<file path="src/rtl/bus_arb_pkg.sv">
// Constants, state types and the list of behaviours for the external bus mastership block.
// What this block does
// Reset holds the bus request deasserted and returns arbitration to the slave state.
// In Stop or Wait, request drops when the hold bit is clear, else keeps its state.
// Request rises when the core needs the external bus and falls when it does not.
// With the hold bit set, request stays asserted even with no external access pending.
// Only external bus needs move the request; internal bus accesses never do.
// The arbiter changes grant synchronously to the core output clock to name the next master.
// After grant, mastership is taken only once bus busy is seen deasserted.
// Losing grant ends mastership at the end of the current external bus cycle.
// A pending master becomes master only after busy falls, then asserts busy itself.
// Every party changes bus busy synchronously to the core output clock.
// A master may keep busy asserted after its transfers end and reuse the bus.
// Busy is released by driving it high briefly and then no longer driving it.
// Master drives the column strobe; non-master with enable bit clear tri-states it.
// Master drives the bus clock only with address tracing enabled; otherwise tri-stated.
// An active bus clock leads the core output clock by a quarter period.
// Master drives the inverted bus clock as its complement; otherwise tri-stated.
// When slave or pending, the busy line is not driven and is only sampled.
package bus_arb_pkg;

  // Clock of the block in nanoseconds.
  localparam int CLK_PERIOD_NS = 4;

  // Clock edges in one period of the core output clock.
  localparam int CORE_DIV = 4;

  // The bus clock leads by a quarter of a core output clock period, in clock edges.
  localparam int BUS_CLK_LEAD = CORE_DIV / 4;

  // Core output clock periods for which busy is driven high on release.
  localparam int RELEASE_TICKS = 1;

  // Idle level of the active low pins.
  localparam logic PIN_IDLE = 1'h1;

  // Arbitration states.
  typedef enum logic [1:0] {
    ST_SLAVE,
    ST_PENDING,
    ST_MASTER,
    ST_RELEASE
  } arb_state_t;

endpackage : bus_arb_pkg

</file>
<file path="src/rtl/clk_phase_if.sv">
// Interface that carries the core output clock phase from its generator to the arbiter.
`timescale 1ns/1ns
interface clk_phase_if;
  logic tick;
  logic core_level;
  logic bus_level;

  modport gen
  (
    output tick,
    output core_level,
    output bus_level
  );

  modport use_side
  (
    input tick,
    input core_level,
    input bus_level
  );
endinterface : clk_phase_if

</file>
<file path="src/rtl/bus_mastership.sv">
// External bus mastership control with request, grant, busy, column strobe and bus clocks.
`timescale 1ns/1ns
module bus_mastership (
  // Clock and reset.
  input  wire logic clk_in,
  input  wire logic rst_in,
  // Core side requests and mode bits.
  input  wire logic ext_access_req_in,
  input  wire logic ext_cycle_busy_in,
  input  wire logic column_strobe_req_in,
  input  wire logic stop_wait_in,
  input  wire logic park_enable_in,
  input  wire logic request_hold_bit_in,
  input  wire logic mastership_enable_bit_in,
  input  wire logic address_tracing_enable_in,
  // Core side status.
  output logic      master_out,
  // Arbitration pins, active low.
  output logic      bus_request_n_out,
  input  wire logic bus_grant_n_in,
  input  wire logic bus_busy_line_n_in,
  output logic      bus_busy_line_n_out,
  output logic      bus_busy_line_oe_n_out,
  // Column strobe pin, active low.
  output logic      column_strobe_n_out,
  output logic      column_strobe_oe_n_out,
  // Clock pins.
  output logic      core_clock_out,
  output logic      bus_clock_out,
  output logic      bus_clock_oe_n_out,
  output logic      bus_clock_inv_out,
  output logic      bus_clock_inv_oe_n_out
);

  clk_phase_if phase ();

  logic [1:0] pins_sync;
  logic       grant;
  logic       busy;

  bus_arb_pkg::arb_state_t state;
  bus_arb_pkg::arb_state_t next_state;

  logic next_master;
  logic next_request_n;
  logic next_busy_n;
  logic next_busy_oe_n;
  logic next_cas_n;
  logic next_cas_oe_n;
  logic next_core_clock;
  logic next_bus_clock;
  logic next_bus_clock_oe_n;
  logic next_bus_clock_inv;
  logic next_bus_clock_inv_oe_n;
  logic want_request;

  core_clock_gen #(
    .DIV  (bus_arb_pkg::CORE_DIV),
    .LEAD (bus_arb_pkg::BUS_CLK_LEAD)
  ) u_clock_gen (
    .clk_in (clk_in),
    .rst_in (rst_in),
    .phase  (phase)
  );

  // Grant and busy arrive from other chips and are filtered before use.
  pin_sync #(
    .W         (2),
    .RESET_VAL ({bus_arb_pkg::PIN_IDLE, bus_arb_pkg::PIN_IDLE})
  ) u_pin_sync (
    .clk_in    (clk_in),
    .rst_in    (rst_in),
    .pin_in    ({bus_grant_n_in, bus_busy_line_n_in}),
    .value_out (pins_sync)
  );

  assign grant = !pins_sync[1];
  assign busy  = !pins_sync[0];

  // Request follows only the external bus need and the hold bit.
  assign want_request = ext_access_req_in || request_hold_bit_in; // see R3 see R4

  always_comb
  begin
    next_state     = state;
    next_request_n = bus_request_n_out;
    // Pins move only at core output clock edges.
    if (phase.tick)
    begin
      if (stop_wait_in)
      begin
        if (!request_hold_bit_in)
        begin
          next_request_n = 1'h1;
        end
      end
      else
      begin
        next_request_n = !want_request; // see R3
      end
      case (state)
        bus_arb_pkg::ST_SLAVE:
        begin
          if (ext_access_req_in && grant)
          begin
            next_state = busy ? bus_arb_pkg::ST_PENDING : bus_arb_pkg::ST_MASTER;
          end
        end
        bus_arb_pkg::ST_PENDING:
        begin
          if (!grant)
          begin
            next_state = bus_arb_pkg::ST_SLAVE;
          end
          else if (!busy)
          begin
            next_state = bus_arb_pkg::ST_MASTER;
          end
        end
        bus_arb_pkg::ST_MASTER:
        begin
          if (!ext_cycle_busy_in)
          begin
            if (!grant)
            begin
              next_state = bus_arb_pkg::ST_RELEASE;
            end
            else if (!ext_access_req_in && !park_enable_in)
            begin
              next_state = bus_arb_pkg::ST_RELEASE;
            end
          end
          // Otherwise the bus stays parked for reuse.
        end
        bus_arb_pkg::ST_RELEASE:
        begin
          next_state = bus_arb_pkg::ST_SLAVE;
        end
        default:
        begin
          next_state = bus_arb_pkg::ST_SLAVE;
        end
      endcase
    end
    if (rst_in)
    begin
      next_state     = bus_arb_pkg::ST_SLAVE;
      next_request_n = 1'h1;
    end
  end

  always_comb
  begin
    next_master    = (next_state == bus_arb_pkg::ST_MASTER);
    // Busy is held low while master, driven high on release, and floats otherwise.
    next_busy_n    = !next_master; // see R9 see R11
    next_busy_oe_n = !(next_master || next_state == bus_arb_pkg::ST_RELEASE);
    // Column strobe.
    next_cas_n     = !(next_master && column_strobe_req_in);
    next_cas_oe_n  = !next_master && !mastership_enable_bit_in;
    // Clocks keep their quarter lead because both pass one register here.
    next_core_clock         = phase.core_level;
    next_bus_clock          = phase.bus_level;
    next_bus_clock_oe_n     = !(next_master && address_tracing_enable_in);
    next_bus_clock_inv      = !phase.bus_level;
    next_bus_clock_inv_oe_n = !next_master;
    if (rst_in)
    begin
      next_master             = 1'h0;
      next_busy_n             = 1'h1;
      next_busy_oe_n          = 1'h1;
      next_cas_n              = 1'h1;
      next_cas_oe_n           = 1'h1;
      next_core_clock         = 1'h0;
      next_bus_clock          = 1'h0;
      next_bus_clock_oe_n     = 1'h1;
      next_bus_clock_inv      = 1'h1;
      next_bus_clock_inv_oe_n = 1'h1;
    end
  end

  always_ff @(posedge clk_in)
  begin
    state                  <= next_state;
    bus_request_n_out      <= next_request_n;
    master_out             <= next_master;
    bus_busy_line_n_out    <= next_busy_n;
    bus_busy_line_oe_n_out <= next_busy_oe_n;
    column_strobe_n_out    <= next_cas_n;
    column_strobe_oe_n_out <= next_cas_oe_n;
    core_clock_out         <= next_core_clock;
    bus_clock_out          <= next_bus_clock;
    bus_clock_oe_n_out     <= next_bus_clock_oe_n;
    bus_clock_inv_out      <= next_bus_clock_inv;
    bus_clock_inv_oe_n_out <= next_bus_clock_inv_oe_n;
  end

  chk_reset_to_slave : assert property (@(posedge clk_in)
    rst_in |=> bus_request_n_out && state == bus_arb_pkg::ST_SLAVE)
    else $error("Reset left request asserted or state not slave.");

  chk_reset_floats_pins : assert property (@(posedge clk_in) // see R1
    rst_in |=> bus_busy_line_oe_n_out && column_strobe_oe_n_out
    && bus_clock_oe_n_out && bus_clock_inv_oe_n_out)
    else $error("A pin was driven straight after reset.");

  chk_stop_drops_request : assert property (@(posedge clk_in) disable iff (rst_in)
    phase.tick && stop_wait_in && !request_hold_bit_in |=> bus_request_n_out)
    else $error("Request not dropped in stop or wait without hold.");

  chk_stop_holds_request : assert property (@(posedge clk_in) disable iff (rst_in)
    phase.tick && stop_wait_in && request_hold_bit_in ##1 !rst_in
    |-> $stable(bus_request_n_out))
    else $error("Request changed in stop or wait with hold set.");

  chk_request_follows_need : assert property (@(posedge clk_in) disable iff (rst_in)
    phase.tick && !stop_wait_in |=> bus_request_n_out == !$past(want_request))
    else $error("Request does not follow the external need and hold bit.");

  chk_hold_keeps_request : assert property (@(posedge clk_in) disable iff (rst_in)
    phase.tick && !stop_wait_in && request_hold_bit_in |=> !bus_request_n_out)
    else $error("Request not held asserted while the hold bit is set.");

  chk_request_on_tick : assert property (@(posedge clk_in) disable iff (rst_in)
    !phase.tick ##1 !rst_in |-> $stable(bus_request_n_out))
    else $error("Request changed away from a core clock edge.");

  chk_master_on_tick : assert property (@(posedge clk_in) disable iff (rst_in)
    !phase.tick ##1 !rst_in |-> $stable(master_out))
    else $error("Mastership changed away from a core clock edge.");

  chk_busy_on_tick : assert property (@(posedge clk_in) disable iff (rst_in)
    !phase.tick ##1 !rst_in
    |-> $stable(bus_busy_line_n_out) && $stable(bus_busy_line_oe_n_out))
    else $error("Busy drive changed away from a core clock edge.");

  chk_master_after_idle : assert property (@(posedge clk_in) disable iff (rst_in)
    $rose(master_out) |-> $past(grant) && !$past(busy))
    else $error("Mastership taken without grant or while busy.");

  chk_slave_goes_pending : assert property (@(posedge clk_in) disable iff (rst_in)
    phase.tick && state == bus_arb_pkg::ST_SLAVE && ext_access_req_in && grant && busy
    |=> state == bus_arb_pkg::ST_PENDING)
    else $error("Grant with busy asserted did not leave the master pending.");

  chk_pending_waits_busy : assert property (@(posedge clk_in) disable iff (rst_in)
    phase.tick && state == bus_arb_pkg::ST_PENDING && grant && busy
    |=> state == bus_arb_pkg::ST_PENDING)
    else $error("Pending master moved on while busy was asserted.");

  chk_pending_grant_loss : assert property (@(posedge clk_in) disable iff (rst_in)
    phase.tick && state == bus_arb_pkg::ST_PENDING && !grant
    |=> state == bus_arb_pkg::ST_SLAVE)
    else $error("Pending master kept waiting after grant was withdrawn.");

  chk_pending_to_master : assert property (@(posedge clk_in) disable iff (rst_in)
    phase.tick && state == bus_arb_pkg::ST_PENDING && grant && !busy |=> master_out)
    else $error("Pending master did not take the bus after busy fell.");

  chk_cycle_keeps_master : assert property (@(posedge clk_in) disable iff (rst_in)
    state == bus_arb_pkg::ST_MASTER && ext_cycle_busy_in |=> state == bus_arb_pkg::ST_MASTER)
    else $error("Mastership ended inside an external bus cycle.");

  chk_grant_loss_release : assert property (@(posedge clk_in) disable iff (rst_in)
    phase.tick && state == bus_arb_pkg::ST_MASTER && !grant && !ext_cycle_busy_in
    |=> state == bus_arb_pkg::ST_RELEASE ##[1:4] state == bus_arb_pkg::ST_SLAVE)
    else $error("Grant loss did not end mastership after the cycle.");

  chk_parked_stays : assert property (@(posedge clk_in) disable iff (rst_in)
    phase.tick && state == bus_arb_pkg::ST_MASTER && grant && park_enable_in
    |=> state == bus_arb_pkg::ST_MASTER)
    else $error("Parked master gave up the bus while still granted.");

  chk_release_drives_high : assert property (@(posedge clk_in) disable iff (rst_in)
    state == bus_arb_pkg::ST_RELEASE |-> bus_busy_line_n_out && !bus_busy_line_oe_n_out)
    else $error("Release does not drive busy high.");

  chk_release_one_tick : assert property (@(posedge clk_in) disable iff (rst_in)
    phase.tick && state == bus_arb_pkg::ST_RELEASE
    |=> state == bus_arb_pkg::ST_SLAVE && bus_busy_line_oe_n_out)
    else $error("Busy was not let go after one core clock period of release.");

  chk_master_claims_busy : assert property (@(posedge clk_in) disable iff (rst_in)
    master_out |-> !bus_busy_line_n_out && !bus_busy_line_oe_n_out)
    else $error("Master does not hold busy asserted.");

  chk_slave_floats_busy : assert property (@(posedge clk_in) // see R17
    disable iff (rst_in) state inside {bus_arb_pkg::ST_SLAVE, bus_arb_pkg::ST_PENDING}
    |-> bus_busy_line_oe_n_out && bus_clock_inv_oe_n_out)
    else $error("Busy or inverted bus clock driven while not master.");

  chk_cas_float : assert property (@(posedge clk_in) disable iff (rst_in)
    !next_master && !mastership_enable_bit_in |=> column_strobe_oe_n_out)
    else $error("Column strobe driven while not master with enable bit clear.");

  chk_cas_master_drive : assert property (@(posedge clk_in) disable iff (rst_in)
    next_master |=> !column_strobe_oe_n_out)
    else $error("Column strobe not driven while master.");

  chk_cas_level : assert property (@(posedge clk_in) disable iff (rst_in)
    master_out |-> column_strobe_n_out == !$past(column_strobe_req_in))
    else $error("Column strobe level does not follow the core request.");

  chk_bus_clock_gate : assert property (@(posedge clk_in) disable iff (rst_in)
    !bus_clock_oe_n_out |-> master_out && $past(address_tracing_enable_in))
    else $error("Bus clock driven without mastership and tracing enabled.");

  chk_bus_clock_on : assert property (@(posedge clk_in) disable iff (rst_in)
    master_out && $past(address_tracing_enable_in) |-> !bus_clock_oe_n_out)
    else $error("Bus clock not driven while master with tracing enabled.");

  chk_bus_clock_copy : assert property (@(posedge clk_in) disable iff (rst_in)
    !rst_in |=> bus_clock_out == $past(phase.bus_level))
    else $error("Bus clock pin does not follow the leading phase.");

  chk_inv_master_drive : assert property (@(posedge clk_in) disable iff (rst_in)
    master_out |-> !bus_clock_inv_oe_n_out)
    else $error("Inverted bus clock not driven while master.");

  chk_inv_clock_copy : assert property (@(posedge clk_in) disable iff (rst_in)
    !rst_in |=> bus_clock_inv_out == !$past(phase.bus_level))
    else $error("Inverted bus clock pin does not follow the inverted phase.");

  chk_inv_complement : assert property (@(posedge clk_in) disable iff (rst_in)
    !bus_clock_inv_oe_n_out |-> bus_clock_inv_out != bus_clock_out)
    else $error("Inverted bus clock is not the complement.");

endmodule : bus_mastership

</file>
<file path="src/rtl/pin_sync.sv">
// Three flop synchroniser that accepts a change once the second and third flops agree.
`timescale 1ns/1ns
module pin_sync #(
  parameter int         W         = 1,
  parameter logic [W-1:0] RESET_VAL = '1
) (
  // Clock and reset.
  input  wire logic         clk_in,
  input  wire logic         rst_in,
  // Asynchronous pin and its filtered value.
  input  wire logic [W-1:0] pin_in,
  output logic      [W-1:0] value_out
);

  logic [W-1:0] stage1;
  logic [W-1:0] stage2;
  logic [W-1:0] stage3;
  logic [W-1:0] next_stage1;
  logic [W-1:0] next_stage2;
  logic [W-1:0] next_stage3;
  logic [W-1:0] next_value;

  // The first stage is read only by the second.
  always_comb
  begin
    next_stage1 = pin_in;
    next_stage2 = stage1;
    next_stage3 = stage2;
    next_value  = (stage2 == stage3) ? stage3 : value_out;
    if (rst_in)
    begin
      next_stage1 = RESET_VAL;
      next_stage2 = RESET_VAL;
      next_stage3 = RESET_VAL;
      next_value  = RESET_VAL;
    end
  end

  always_ff @(posedge clk_in)
  begin
    stage1    <= next_stage1;
    stage2    <= next_stage2;
    stage3    <= next_stage3;
    value_out <= next_value;
  end

endmodule : pin_sync

</file>
<file path="src/rtl/core_clock_gen.sv">
// Divider that forms the core output clock phase and the leading bus clock phase.
`timescale 1ns/1ns
module core_clock_gen #(
  parameter int DIV  = bus_arb_pkg::CORE_DIV,
  parameter int LEAD = bus_arb_pkg::BUS_CLK_LEAD
) (
  // Clock and reset.
  input  wire logic clk_in,
  input  wire logic rst_in,
  // Phase outputs.
  clk_phase_if.gen  phase
);

  localparam int PW = $clog2(DIV);

  logic [PW-1:0] count;
  logic [PW-1:0] next_count;
  logic [PW-1:0] lead_count;
  logic          next_tick;
  logic          next_core;
  logic          next_bus;

  always_comb
  begin
    next_count = (count == PW'(DIV - 1)) ? '0 : count + PW'(1);
    lead_count = PW'((int'(next_count) + LEAD) % DIV);
    next_tick  = (next_count == '0);
    next_core  = (next_count < PW'(DIV / 2));
    next_bus   = (lead_count < PW'(DIV / 2));
    if (rst_in)
    begin
      next_count = PW'(DIV - 1);
      next_tick  = 1'h0;
      next_core  = 1'h0;
      next_bus   = 1'h0;
    end
  end

  always_ff @(posedge clk_in)
  begin
    count            <= next_count;
    phase.tick       <= next_tick;
    phase.core_level <= next_core;
    phase.bus_level  <= next_bus;
  end

  chk_bus_lead_quarter : assert property (@(posedge clk_in) disable iff (rst_in)
    $rose(phase.core_level) |-> phase.bus_level && !$past(phase.bus_level, 2))
    else $error("Bus clock phase does not lead the core clock by a quarter period.");

endmodule : core_clock_gen

</file>
<file path="config.mk">
export PLATFORM = sky130hd
export DESIGN_NAME = bus_mastership
export DESIGN_NICKNAME = d
export VERILOG_FILES = /design/src/rtl/bus_arb_pkg.sv /design/src/rtl/clk_phase_if.sv /design/src/rtl/bus_mastership.sv /design/src/rtl/pin_sync.sv /design/src/rtl/core_clock_gen.sv
export SDC_FILE = /design/constraint.sdc
export NUM_CORES = 1
export LEC_CHECK = 0
export BUFFER_PORTS_ARGS = -buffer_cell sky130_fd_sc_hd__buf_2
export CORE_MARGIN = 2
export CORE_UTILIZATION = 25
export DETAILED_ROUTE_END_ITERATION = 8
export PLACE_DENSITY = 0.44
export SLEW_MARGIN = 0
export SYNTH_ARGS = -nofsm -noshare
export SYNTH_HDL_FRONTEND = slang
export SYNTH_HIERARCHICAL = 1
export SYNTH_SLANG_ARGS = --single-unit
</file>
<file path="constraint.sdc">
create_clock -name clk_in -period 2.31 [get_ports clk_in]
set_clock_uncertainty 0.2 [all_clocks]
set_input_delay 0.3465 -clock clk_in [delete_from_list [all_inputs] [get_ports clk_in]]
set_output_delay 0.3465 -clock clk_in [all_outputs]
set_load 0.05 [all_outputs]
</file>
==> flow_metrics.py <==
metrics = {
    "synth": {
        "synth_flop_cell": "dfxtp_1",
        "synth_edf_count": 0,
        "synth.avg_cell_area_um2": 10.98,
        "syn_inst": 81,
        "ys_warn_count": 6,
        "synth_area_leader_cell": "dfxtp_1",
        "synth-seq-cells": 25,
        "async_flop_share_pct": 0,
        "synthTopCellsByArea": "dfxtp_1 (56%), ha_1 (5.6%), or2_1 (4.2%)",
        "seq_area_frac_synth_pct": 56.26,
        "synth_top_area_share_pct": 56.26,
        "synth_cell_types": 26,
        "syn-num-nets": 97,
        "synth_area_um2": 889.6,
    },
    "layout": {
        "nFillCells": 360,
        "finalCoreUtilization_pct": 32.93,
        "final_nets": 127,
        "area_delta_synth_final_pct": 25.46,
        "n_antenna_cell": 0,
        "drive_gt1_share_pct": 29.09,
    },
    "power": {
        "leakage_uw": 0.0004738,
        "internal_power_uw": 552.2,
        "powerDensity_nw_per_um2": 661.0,
        "swShare_pct": 25.14,
        "combinationalPowerShare_pct": 11.3,
        "p_clk_share_pct": 25.3,
        "ir_drop_mv": 0.2993,
        "power.switching_uw": 185.5,
        "p_seq_share_pct": 63.4,
    },
    "grt": {
        "grt_pass1_vias": 602,
        "grt_usage_pct": 7.796,
        "grt_max_degree": 22,
        "grt_overflow_total": 0,
        "grt_pass1_wl_mm": 2.504,
        "grt_antenna_before_repair": 0,
    },
    "hold_path": {
        "hold-path-cell-count": 3,
        "hp-class": "input pin to flip-flop",
    },
    "floorplan": {
        "die_area_um2": 4051,
        "rows": 21,
        "die_y_um": 63.65,
        "pin_count": 23,
        "core_area_um2": 3390,
        "start_util_pct": 26.25,
        "fp.dieW_um": 63.65,
    },
    "worst_setup_path": {
        "crit_type": "flip-flop to primary output",
        "cp_max_fo": 2,
        "worstPathRequired_ps": 1760,
        "crit_chain": "buf_2",
        "path_delay_family": "flip-flops",
        "cpMaxStageDelayCell": "dfxtp_1",
        "worstSetupEndpoint": "bus_request_n_out",
        "crit_cells": 1,
        "r2r-start": "state[1]$_DFF_P_",
        "crit_buf_inv": 1,
        "end_kind": "primary output",
        "arrival_ps": 940,
        "cp-startpoint": "bus_request_n_out$_SDFFE_PP1P_",
        "startpoint_type": "flip-flop",
        "slowest_delay_ps": 360,
        "rrSetupSlack_ps": 930,
        "reg2reg_to": "column_strobe_oe_n_out$_SDFF_PP1_",
        "rr_worst_depth": 3,
    },
    "clocking": {
        "cts_buffers": 3,
        "clockBufferDepth": 2,
        "postCtsSetupBuffers": 0,
        "cts.sink_count": 25,
        "cts_tree": "done",
        "cts_root_buf": "clkbuf_4",
        "cts_resized": 0,
        "h-tree-depth": 1,
        "clk_pin_slew_ps": 130,
        "holdBufCountCts": 4,
        "clock_latency_ps": 310,
    },
    "drt": {
        "drt_wl_total_mm": 1.392,
        "ant_nets": 0,
        "drt_iter0_markers": 50,
        "wl_per_cell_um": 8.923,
        "via_count": 645,
        "vias_per_cell": 4.135,
        "drt_drc_violations_left": 0,
        "dr.pass1.iters": 4,
    },
    "timing": {
        "relSlewSlack_pct": 71.02,
        "fmax_mhz": 672.5,
        "rsz0062_at_grt": "false",
        "post-route-period-util_pct": 64.37,
        "hold_viol": 0,
        "drv_slew": 0,
        "finalCriticalPeriod_ps": 1487,
        "setup_violations": 0,
        "tightest_slew_ps": 434.7,
        "tns_ps": 0,
    },
    "placed_design": {
        "dp.final_hpwl_mm": 1.018,
        "place.gp.congestion": 0.7009,
        "io_buffers": 22,
    },
    "run_status": {
        "status": "complete, no violations",
    },
    "run": {
        "maxCapViolations": 0,
    },
}
[cell type report]
| class | count | area (um2) | area share (%) |
|---|---|---|---|
| Timing Repair Buffer | 27 | 160.2 | 14.35 |
| Sequential cell | 25 | 500.5 | 44.84 |
| Inverter | 6 | 22.52 | 2.018 |
| Clock inverter | 1 | 5.005 | 0.4484 |
| Tap cell | 46 | 57.56 | 5.157 |
| Multi-Input combinational cell | 48 | 347.8 | 31.17 |
| Clock buffer | 3 | 22.52 | 2.018 |
[how the worst min path moves through the flow]
stage	from	to
after global routing	stop_wait_in	bus_request_n_out$_SDFFE_PP1P_
final	stop_wait_in	bus_request_n_out$_SDFFE_PP1P_
after CTS	address_tracing_enable_in	bus_clock_oe_n_out$_SDFF_PP1_
after floorplan	u_clock_gen/phase.bus_level$_SDFF_PP0_	bus_clock_inv_out$_SDFF_PP1_
after global placement	u_clock_gen/phase.bus_level$_SDFF_PP0_	bus_clock_inv_out$_SDFF_PP1_
after detailed placement	u_pin_sync/stage1[0]$_SDFF_PP1_	u_pin_sync/stage2[0]$_SDFF_PP1_
[layout by cell type, fill, tap and decap left out]
cell / n
a32oi_1: 1
or2_2: 2
o21bai_1: 2
nand4_1: 3
nor2b_1: 3
nand3_1: 1
or2_1: 6
nor2_1: 3
dfxtp_1: 25
nor2_2: 1
a21oi_1: 2
ha_1: 4
a41oi_2: 1
nor3_1: 5
a31o_4: 1
dlygate4sd3_1: 5
nand2_1: 2
clkbuf_4: 3
a211oi_1: 4
and3_1: 1
buf_2: 22
xnor2_1: 2
clkinv_2: 1
nor3b_1: 1
a311oi_2: 1
inv_1: 6
o21ai_0: 1
and2_1: 1
[sequential cells by signal, summed over array words and instances (netlist names)]
| register | cells |
|---|---|
| u_clock_gen/count | 2 |
| bus_busy_line_oe_n_out | 1 |
| state | 2 |
| u_pin_sync/stage1 | 2 |
| core_clock_out | 1 |
| u_clock_gen/phase.tick | 1 |
| u_clock_gen/phase.core_level | 1 |
| master_out | 1 |
| u_clock_gen/phase.bus_level | 1 |
| column_strobe_n_out | 1 |
| bus_clock_inv_out | 1 |
| u_pin_sync/value_out | 2 |
| bus_clock_inv_oe_n_out | 1 |
| bus_request_n_out | 1 |
| bus_clock_out | 1 |
| u_pin_sync/stage3 | 2 |
| column_strobe_oe_n_out | 1 |
| u_pin_sync/stage2 | 2 |
| bus_clock_oe_n_out | 1 |
[cells by family after synthesis]
kind of cell / after synthesis / share of synthesized area (%)
adder cells (fa/ha/maj): 4 / 5.626
AO/OA/AOI/OAI: 13 / 13.22
flip-flops: 25 / 56.26
buffers and inverters: 8 / 4.641
AND/OR/NAND/NOR: 29 / 18.29
XOR/XNOR: 2 / 1.969
[power groups by stage]
stage	clock network, uW	logic [uW]	registers [uW]
after floorplan	0	32.3	499
after global placement	0	77.6	477
after detailed placement	0	78.0	478
after CTS	200	83.7	468
after global routing	219	92.8	471
final	186	83.7	468
[Yosys cell counts (all sizes together), types with 2 or more instances]
master,n
nor2b,3
o21bai,2
nor3,5
dfxtp,25
or2,8
buf,2
inv,6
nand4,3
a21oi,2
a211oi,4
nand2,2
xnor2,2
ha,4
nor2,4
[routing by layer]
metal | share of wire [%] | routed length (um) | GRT usage, %
met2 | 43 | 605 | 12.50
met1 | 48 | 662 | 9.031
met5 | 0 | 0 | 0
met4 | 1.0 | 14 | 2.446
met3 | 7.8 | 109 | 3.929
[stage by stage]
step / instances / power [uW] / instance area [um2] / hold WS [ps] / setup slack (ps)
detailed placement: 147 / 556.2 / 1039 / 190.4 / 775.3
CTS: 155 / 751.9 / 1106 / 0.9373 / 803.3
finish: 156 / 737.7 / 1116 / 98.91 / 823.1
global route: 156 / 783.1 / 1116 / 95.09 / 767.3
global placement: 147 / 555.0 / 1039 / 187.1 / 770.6
floorplan: 81 / 530.9 / 889.6 / 169.9 / 869.2
Note: power is estimated with default switching activity, not from simulation.
